===== config.mk =====
export PLATFORM = sky130hd
export DESIGN_NAME = p4am_mux
export DESIGN_NICKNAME = d
export VERILOG_FILES = /design/src/core/p4am_pkg.sv /design/src/core/p4am_chan_decode.sv /design/src/core/p4am_mux.sv
export VERILOG_INCLUDE_DIRS = /design/src /design/src/core
export SDC_FILE = /design/constraint.sdc
export NUM_CORES = 1
export LEC_CHECK = 0
export BUFFER_PORTS_ARGS = -buffer_cell sky130_fd_sc_hd__buf_4
export CORE_ASPECT_RATIO = 2
export CORE_UTILIZATION = 45
export CTS_BUF_LIST = sky130_fd_sc_hd__clkbuf_4
export DETAILED_ROUTE_END_ITERATION = 16
export GPL_ROUTABILITY_DRIVEN = 1
export GPL_TIMING_DRIVEN = 0
export MAX_ROUTING_LAYER = met4
export PLACE_DENSITY_LB_ADDON = 0.08
export SETUP_SLACK_MARGIN = 0.15
export SLEW_MARGIN = 25
export SYNTH_ARGS = -nofsm -noshare
export SYNTH_HDL_FRONTEND = slang
export SYNTH_SLANG_ARGS = --single-unit

===== constraint.sdc =====
create_clock -name mclk -period 1.3 [get_ports mclk]
set_input_delay 0.13 -clock mclk [delete_from_list [all_inputs] [get_ports mclk]]
set_output_delay 0.13 -clock mclk [all_outputs]
set_load 0.01 [all_outputs]

===== src/core/p4am_map.svh =====
`ifndef P4AM_MAP_SVH
`define P4AM_MAP_SVH
`define P4AM_ADDR_W 8
`define P4AM_OFS_ANALOG_CFG 8'hAF
`define P4AM_OFS_CONV_MODE 8'hB1
`define P4AM_OFS_DIR 8'hC4
`define P4AM_OFS_DATA 8'hD4
`define P4AM_RST_ANALOG_CFG 5'h00
`define P4AM_RST_CONV_MODE 8'h00
`define P4AM_RST_DIR 5'h00
`define P4AM_RST_DATA 5'h00
`define P4AM_RST_SYNC 5'h00
`define P4AM_RST_RDATA 8'h00
`define P4AM_GCE_BIT 4
`define P4AM_SEL_LSB 0
`define P4AM_SEL_MSB 2
`define P4AM_MODE_MASK 8'hF7
`define P4AM_NUM_CH 6
`endif


===== src/core/p4am_pkg.sv =====
package p4am_pkg;
   typedef struct packed {
      logic [7:0] addr;
      logic [7:0] wdata;
      logic wr;
      logic rd;
   } p4am_req_t;
   typedef struct packed {
      logic [4:0] analog_cfg;
      logic [7:0] conv_mode;
      logic [4:0] dir;
      logic [4:0] data;
      logic [4:0] sync1;
      logic [4:0] sync2;
      logic [7:0] rdata;
   } p4am_state_t;
endpackage


===== src/core/p4am_chan_decode.sv =====
`timescale 1ns/10ps
`include "p4am_map.svh"
module p4am_chan_decode #(
   parameter int NPINS = 5
) (
   input wire logic enable,
   input wire logic [2:0] sel,
   output logic [NPINS-1:0] pin_sel,
   output logic [5:0] chan_onehot
);
   if (NPINS < 1 || NPINS > `P4AM_NUM_CH) begin : g_bad_npins
      $error("p4am_chan_decode: NPINS out of range");
   end
   genvar i;
   generate
      for (i = 0; i < `P4AM_NUM_CH; i++) begin : g_ch
         // Selector value i picks analog input i
         assign chan_onehot[i] = enable && (sel == 3'(i));
      end
   endgenerate
   assign pin_sel = chan_onehot[NPINS-1:0];
endmodule


===== src/core/p4am_mux.sv =====
// Added by the designer: the plain strobed port.
`timescale 1ns/10ps
`include "p4am_map.svh"
module p4am_mux #(
   parameter int NPINS = 5
) (
   input wire logic mclk,
   input wire logic srst,
   input wire p4am_pkg::p4am_req_t req,
   output logic [7:0] rdata,
   input wire logic [NPINS-1:0] pin_in,
   output logic [NPINS-1:0] pin_out,
   output logic [NPINS-1:0] pin_oe,
   output logic [NPINS-1:0] analog_connect,
   output logic [5:0] conv_channel,
   output logic [NPINS-1:0] digital_in_enable
);
   if (NPINS != 5) begin : g_bad_npins
      $error("p4am_mux: only five port pins are supported");
   end
   p4am_pkg::p4am_state_t st, next_st;
   logic [NPINS-1:0] pin_sel;
   logic [NPINS-1:0] analog_use;
   logic [NPINS-1:0] dig_ok;
   logic gce;
   logic [2:0] sel;
   assign gce = st.conv_mode[`P4AM_GCE_BIT];
   assign sel = st.conv_mode[`P4AM_SEL_MSB:`P4AM_SEL_LSB];
   p4am_chan_decode #(.NPINS(NPINS)) u_dec (
      .enable(gce),
      .sel(sel),
      .pin_sel(pin_sel),
      .chan_onehot(conv_channel)
   );
   assign analog_connect = pin_sel;
   assign rdata = st.rdata;
   genvar p;
   generate
      for (p = 0; p < NPINS; p++) begin : g_pin
         // Digital path of one pin, cut off while the pin is in analog use
         assign analog_use[p] = st.analog_cfg[p] | pin_sel[p];
         assign dig_ok[p] = ~analog_use[p];
         assign pin_oe[p] = st.dir[p] & dig_ok[p];
         assign pin_out[p] = st.data[p] & dig_ok[p];
         assign digital_in_enable[p] = dig_ok[p];
         pin_cfg_iso_a: assert property (@(posedge mclk) disable iff (srst)
            st.analog_cfg[p]
            |-> !digital_in_enable[p])
            else $error("pure analog pin keeps digital input");
         pin_cut_a: assert property (@(posedge mclk) disable iff (srst)
            st.analog_cfg[p]
            |-> !pin_oe[p] && !pin_out[p])
            else $error("isolated pin still drives");
         pin_free_a: assert property (@(posedge mclk) disable iff (srst)
            !st.analog_cfg[p] && !analog_connect[p]
            |-> digital_in_enable[p])
            else $error("free pin lost digital path");
         pin_force_a: assert property (@(posedge mclk) disable iff (srst)
            gce && sel == 3'(p)
            |-> analog_connect[p] && !digital_in_enable[p])
            else $error("selected pin not forced analog");
         pin_route_a: assert property (@(posedge mclk) disable iff (srst)
            analog_connect[p]
            |-> gce && sel == 3'(p) && conv_channel[p])
            else $error("pin routed without selection");
         pin_drive_a: assert property (@(posedge mclk) disable iff (srst)
            digital_in_enable[p]
            |-> pin_oe[p] == st.dir[p] && pin_out[p] == st.data[p])
            else $error("digital pin driver wrong");
         pin_input_a: assert property (@(posedge mclk) disable iff (srst)
            !st.dir[p]
            |-> !pin_oe[p])
            else $error("input pin driven");
         pin_drv_off_a: assert property (@(posedge mclk) disable iff (srst)
            st.analog_cfg[p] || analog_connect[p]
            |-> !pin_oe[p])
            else $error("analog pin driver on");
         pin_gce_off_a: assert property (@(posedge mclk) disable iff (srst)
            !gce && !st.analog_cfg[p]
            |-> digital_in_enable[p] && !analog_connect[p])
            else $error("pin not digital with enable low");
      end
   endgenerate
   always_comb begin
      next_st = st;
      next_st.rdata = 8'h00;
      // Pin sampling, two stages
      next_st.sync1 = pin_in;
      next_st.sync2 = st.sync1;
      if (req.wr) begin
         case (req.addr)
            `P4AM_OFS_ANALOG_CFG: next_st.analog_cfg = req.wdata[4:0];
            `P4AM_OFS_CONV_MODE: next_st.conv_mode = req.wdata & `P4AM_MODE_MASK;
            `P4AM_OFS_DIR: next_st.dir = req.wdata[4:0];
            `P4AM_OFS_DATA: next_st.data = req.wdata[4:0];
            default: ;
         endcase
      end
      if (req.rd) begin
         case (req.addr)
            `P4AM_OFS_ANALOG_CFG: next_st.rdata = {3'h0, st.analog_cfg};
            `P4AM_OFS_CONV_MODE: next_st.rdata = st.conv_mode;
            `P4AM_OFS_DIR: next_st.rdata = {3'h0, st.dir};
            // Digital-off pins read zero
            `P4AM_OFS_DATA: next_st.rdata = {3'h0, st.sync2 & dig_ok};
            default: next_st.rdata = 8'h00;
         endcase
      end
   end
   always_ff @(posedge mclk) begin
      if (srst) begin
         st.analog_cfg <= `P4AM_RST_ANALOG_CFG;
         st.conv_mode <= `P4AM_RST_CONV_MODE;
         st.dir <= `P4AM_RST_DIR;
         st.data <= `P4AM_RST_DATA;
         st.sync1 <= `P4AM_RST_SYNC;
         st.sync2 <= `P4AM_RST_SYNC;
         st.rdata <= `P4AM_RST_RDATA;
      end else begin
         st <= next_st;
      end
   end
   one_hot_a: assert property (@(posedge mclk) disable iff (srst)
      $onehot0(analog_connect))
      else $error("more than one pin routed");
   cfg_iso_a: assert property (@(posedge mclk) disable iff (srst)
      st.analog_cfg[0]
      |-> !pin_oe[0] && !digital_in_enable[0])
      else $error("analog pin not isolated");
   cfg_free_a: assert property (@(posedge mclk) disable iff (srst)
      !st.analog_cfg[1] && !analog_connect[1]
      |-> digital_in_enable[1])
      else $error("digital pin blocked");
   gce_off_a: assert property (@(posedge mclk) disable iff (srst)
      !gce
      |-> analog_connect == '0)
      else $error("channel with enable low");
   sel_route_a: assert property (@(posedge mclk) disable iff (srst)
      req.wr && req.addr == `P4AM_OFS_CONV_MODE && req.wdata == 8'h12
      |=> analog_connect == 5'h04)
      else $error("selector route wrong");
   sel_decode_a: assert property (@(posedge mclk) disable iff (srst)
      gce && sel == 3'h5
      |-> conv_channel == 6'h20 && analog_connect == '0)
      else $error("channel five decode wrong");
   force_an_a: assert property (@(posedge mclk) disable iff (srst)
      analog_connect[3]
      |-> !pin_oe[3])
      else $error("selected pin still driven");
   dir_drive_a: assert property (@(posedge mclk) disable iff (srst)
      st.dir[2] && !st.analog_cfg[2] && !analog_connect[2]
      |-> pin_oe[2] && pin_out[2] == st.data[2])
      else $error("output not driven");
   drv_off_a: assert property (@(posedge mclk) disable iff (srst)
      (st.analog_cfg | analog_connect) != '0
      |-> (pin_oe & (st.analog_cfg | analog_connect)) == '0)
      else $error("driver on in analog use");
   chan_one_hot_a: assert property (@(posedge mclk) disable iff (srst)
      $onehot0(conv_channel))
      else $error("more than one channel selected");
   conn_match_a: assert property (@(posedge mclk) disable iff (srst)
      analog_connect == conv_channel[NPINS-1:0])
      else $error("pin route differs from channel");
   gce_chan_off_a: assert property (@(posedge mclk) disable iff (srst)
      !gce
      |-> conv_channel == 6'h00)
      else $error("channel active with enable low");
   sel_valid_a: assert property (@(posedge mclk) disable iff (srst)
      gce && sel <= 3'h5
      |-> $onehot(conv_channel))
      else $error("valid selector gave no channel");
   sel_none_a: assert property (@(posedge mclk) disable iff (srst)
      gce && sel > 3'h5
      |-> conv_channel == 6'h00)
      else $error("unused selector gave a channel");
   sel_zero_a: assert property (@(posedge mclk) disable iff (srst)
      gce && sel == 3'h0
      |-> conv_channel == 6'h01 && analog_connect == 5'h01)
      else $error("channel zero decode wrong");
   sel_four_a: assert property (@(posedge mclk) disable iff (srst)
      gce && sel == 3'h4
      |-> conv_channel == 6'h10 && analog_connect == 5'h10)
      else $error("channel four decode wrong");
   mode_off_a: assert property (@(posedge mclk) disable iff (srst)
      req.wr && req.addr == `P4AM_OFS_CONV_MODE && !req.wdata[`P4AM_GCE_BIT]
      |=> analog_connect == 5'h00 && conv_channel == 6'h00)
      else $error("enable clear left a route");
   cfg_wr_a: assert property (@(posedge mclk) disable iff (srst)
      req.wr && req.addr == `P4AM_OFS_ANALOG_CFG
      |=> ({3'h0, digital_in_enable} & $past(req.wdata)) == 8'h00)
      else $error("configured pin kept digital path");
   rd_gate_a: assert property (@(posedge mclk) disable iff (srst)
      $past(req.rd) && $past(req.addr) == `P4AM_OFS_DATA
      |-> ({3'h0, $past(st.analog_cfg)} & rdata) == 8'h00)
      else $error("isolated pin seen on read");
   rd_cfg_a: assert property (@(posedge mclk) disable iff (srst)
      $past(req.rd) && $past(req.addr) == `P4AM_OFS_ANALOG_CFG
      |-> rdata == {3'h0, $past(st.analog_cfg)})
      else $error("configuration read wrong");
   wr_dir_a: assert property (@(posedge mclk) disable iff (srst)
      req.wr && req.addr == `P4AM_OFS_DIR
      |=> {3'h0, pin_oe} == ($past(req.wdata) & {3'h0, dig_ok}))
      else $error("direction write not applied");
   wr_data_a: assert property (@(posedge mclk) disable iff (srst)
      req.wr && req.addr == `P4AM_OFS_DATA
      |=> {3'h0, pin_out} == ($past(req.wdata) & {3'h0, dig_ok}))
      else $error("output latch write not applied");
   mode_rd_a: assert property (@(posedge mclk) disable iff (srst)
      $past(req.rd) && $past(req.addr) == `P4AM_OFS_CONV_MODE
      |-> rdata == $past(st.conv_mode))
      else $error("mode read wrong");
endmodule


### After elaboration in Yosys (flattened, before gate mapping)

Cells that the tools add are included.

* bits of input ports: 25
* flip-flop bits (word level): 40

* bitwise operators: 22
* reduce and logical (&&, ||, !) cells: 12
* equal/unequal tests: 9
* multiplexer cells: 1

Operators by type and width (number)
* $eq A8 B8 Y1 const B: 4
* $pmux W8 S4: 1
* $and A1 B1 Y1: 10
* $reduce_and A2 Y1: 4
* $eq A3 B2 Y1 const B: 2
* $eq A3 B3 Y1 const B: 2
* $logic_and A1 B1 Y1: 6
* $not A1 Y1: 6
* $and A5 B5 Y5: 1
* $or A1 B1 Y1: 5
* $eq A3 B1 Y1 const B: 1
* $logic_not A3 Y1: 1
* $reduce_or A2 Y1: 1

### Longest topological paths before layout

* word-level depth: 6
* mapped depth: 5
* gate-level depth less buffers: 4

### Cells and area by module

From an unflattened synthesis, not the netlist that was laid out.

* cell total of the unflattened synthesis: 181
* area total of the unflattened synthesis: 1786.7 µm²

By module, submodules not included
* p4am_mux: sequential area each 800.8 µm², cells an instance 170, area an instance 1674.1 µm², times used 1
* p4am_chan_decode: sequential area each 0.0 µm², cells an instance 11, area an instance 112.6 µm², times used 1

### Worst setup path before layout

No wires, ideal clock.

* path kind: register to register
* from: register, netlist name sel[0]
* to: register, netlist name rdata[0]
* buffers on the path: 0
* path slack: -0.119 ns
* arrival time: 1.304 ns
* stages on the path, launching flop included: 5
* setup time: 0.115 ns
* path through: dfxtp_1 -> nor4b_2 -> o32a_1 -> o22ai_1 -> and2_1

* longest elaborated chain between the ends: 6

Ends and longest elaborated chain
* $logic_not A3 Y1: line p4am_chan_decode.sv:18 `assign chan_onehot[i] = enable && (sel == 3'(i));`
* $logic_and A1 B1 Y1: line p4am_chan_decode.sv:18
* net analog_connect[0]: line p4am_mux.sv:14 `output logic [NPINS-1:0] analog_connect,`
* $or A1 B1 Y1: line p4am_mux.sv:41 `assign analog_use[p] = st.analog_cfg[p] | pin_sel[p];`
* $not A1 Y1: line p4am_mux.sv:42 `assign dig_ok[p] = ~analog_use[p];`
* $and A5 B5 Y5: line p4am_mux.sv:105 `` `P4AM_OFS_DATA: next_st.rdata = {3'h0, st.sync2 & dig_ok}; ``
* $pmux W8 S4: line p4am_mux.sv:100 `case (req.addr)`

The timed path passes the listed nets, and every way through them passes these cells.
A chain may end at the register's enable or synchronous reset.

### Worst setup path after layout

* from: register, netlist name sel[0]
* to: output port pin_oe[4]

* longest elaborated chain between the ends: 5

Ends and longest elaborated chain
* $eq A3 B3 Y1: line p4am_chan_decode.sv:18
* $logic_and A1 B1 Y1: line p4am_chan_decode.sv:18
* $or A1 B1 Y1: line p4am_mux.sv:41
* $not A1 Y1: line p4am_mux.sv:42
* $and A1 B1 Y1: line p4am_mux.sv:43 `assign pin_oe[p] = st.dir[p] & dig_ok[p];`
* end: declaration: line p4am_mux.sv:13 `output logic [NPINS-1:0] pin_oe,`

No other way between the ends.

==> impl_metrics.tcl <==
set metrics [dict create \
    clk_path_buf_depth 2 \
    die_w_um 46.9 \
    ys_ff_latch 40 \
    cts_htree_levels 2 \
    p_leak_uw 0.00121 \
    antenna_found_initial 0 \
    hold_viol 1 \
    crit_fanout 8 \
    track_usage 0.218 \
    rows 32 \
    timing.final.ws_setup_ns -0.240 \
    area_delta_synth_final_pct 45.3 \
    num-fill-cells 336 \
    dieHeight_um 91.8 \
    numCtsBuffers 5 \
    arrival_ns 1.41 \
    grt_pass1_vias 1542 \
    synth_edf_count 0 \
    worst_pin_slew_ns 0.445 \
    vias 1557 \
    drv_cap 0 \
    synth_most_common_cell "dfxtp_1" \
    power_density_nw_per_um2 760 \
    overflow 0 \
    gp_congestion 0.822 \
    rsz0062_at_grt "yes" \
    worstSetupPathType "flip-flop to primary output" \
    cp.required_ns 1.17 \
    endpoint_kind "primary output" \
    multi_input_area_um2 921 \
    ff2ff_path_depth 5 \
    r2r_slack_ns -0.03 \
    power_uw 2000 \
    drt_iter0_drc 52 \
    portBuffers 58 \
    utilization 0.686 \
    hold_class "input port to flip-flop" \
    crit_path_end "pin_oe[4]" \
    die-area_um2 4300 \
    status "finished with violations" \
    finalSetupViolations 27 \
    clock_latency_ns 0.34 \
    cts.sinks 40 \
    dr.pass1.iters 4 \
    synthTopCellsByArea "dfxtp_1 44%, mux2i_1 12%, nor2_1 5.8%" \
    cts.clk_slew.worst_paths_ns 0.12 \
    netlist_area_um2 1810 \
    maxSlewHeadroom 0.702 \
    violations "hold timing, setup timing" \
    seq_area_um2 816 \
    reg2reg_from "sel[0]" \
    netlist.area_leader.share 0.441 \
    crit_start "sel[0]" \
    worst_hold_slack_ns -0.00236 \
    initial_core_util 0.472 \
    dp_hpwl_um 3010 \
    finalCritPeriodShare 1.18 \
    ir_drop_mv 0.803 \
    postSynthAreaPerCell_um2 9.86 \
    synth_largest_area_cell "dfxtp_1" \
    ys_warn_count 0 \
    pin_count 59 \
    synth_cell_type_count 29 \
    routed_via_density 4.96 \
    antenna_left 0 \
    cts_tree "built" \
    synthArstFlopShare 0 \
    worst_r2r_endpoint "rdata[0]" \
    root_buffer "clkbuf_4" \
    start_kind "flip-flop" \
    fin_crit_ns 1.54 \
    remaining_drc_errors 0 \
    wire_per_inst_um 13.1 \
    syn_inst 184 \
    fmax_mhz 649 \
    drive_gt1_frac 0.460 \
    final.setup.tns_ns -4.33 \
    grt_max_degree 13 \
    antennaDiodeCount 0 \
    ys_seq_area_frac 0.441 \
    fp.coreArea_um2 3840 \
    num-nets-final 287 \
    place_ws_ns -0.180 \
    wirelength_um 4100 \
    finClkSkew_ns 0.0120 \
    synth_common_cells "40 x dfxtp_1, 28 x nor2_1, 22 x mux2i_1" \
    syn_nets 209 \
    maxSlewViolCount 0 \
    grt_pass1_wl_um 6710 \
    ys.flop_type "dfxtp_1" \
]
[state kept, by name (all words and copies together), names as in the netlist]
signal and cells:
st 23, gce 1, next_st 5, rdata 8, sel 3
[kinds of logic (layout without fill, tap and decap cells)]
kind of cell | count (synthesis) | count (layout) | share of synthesized area
AND/OR/NAND/NOR | 81 | 81 | 0.286
flip-flops | 40 | 40 | 0.441
buffers and inverters | 25 | 104 | 0.0814
multiplexers | 22 | 22 | 0.121
AO/OA/AOI/OAI | 16 | 16 | 0.0703
[power by group]
part | internal (uW) | switching (uW)
Sequential | 1230 | 3.78
Clock | 227 | 386
Combinational | 84.5 | 69.3
Total | 1540 | 459
[cell usage in the layout, fill, tap and decap left out, types with 3 or more instances in the layout]
cell and instances:
nor3_2 4, and4bb_4 3, buf_4 57, dfxtp_4 4
dlygate4sd3_1 3, buf_2 4, and2_4 4, nor2b_1 10
mux2i_1 22, nor2_2 3, a22oi_1 4, o32a_1 5
and4b_1 3, buf_6 24, nand2_1 7, dfxtp_1 36
o22ai_1 4, and2_1 9, inv_1 5, clkbuf_4 6
nor2_1 24
[critical path, cell delays in order, from the launching register on]
cell and delay (ns):
dfxtp_4 0.39, and4bb_4 0.38, buf_6 0.12, nor3_2 0.03, buf_4 0.15
[repair_timing]
item                       4_1_cts  5_1_grt
pin swaps                       10        8
hold buffers                     3        0
gates resized for setup         32        7
setup buffers                    8        2
hold endpoints to repair         4        0
setup endpoints to repair       31       42
[cell type report]
cell class              instances  area share
multi-input cells             119       0.349
flip-flops and latches         40       0.309
repair buffers                 71       0.234
plain buffers                  20      0.0551
well taps                      51      0.0242
clock buffers                   6      0.0171
inverters                       5     0.00712
clock inverters                 2     0.00427
[per-layer routing]
layer	wire [um]	GRT usage
met1	1500	0.225
met4	98	0.0786
met3	170	0.0394
met2	2330	0.383
met5	0	-
[through the flow]
step	instances	instance area [um2]
2_1_floorplan	184	1840
3_3_place_gp	293	2340
3_5_place_dp	293	2340
4_1_cts	312	2610
5_1_grt	314	2640
6_report	314	2640
[how the worst min path moves through the flow]
stage / start / end / slack (ns) / cells after the start
3_5_place_dp: pin_in[0] / next_st[8] / 0.35 / 2
4_1_cts: pin_in[2] / next_st[10] / 0.002 / 2
6_report: pin_in[2] / next_st[10] / -0.002 / 2
2_1_floorplan: srst / next_st[12] / 0.20 / 1
3_3_place_gp: pin_in[3] / next_st[11] / 0.34 / 2
5_1_grt: req[7] / st[33] / 0.007 / 3
Power figures use the tool's default switching activity.
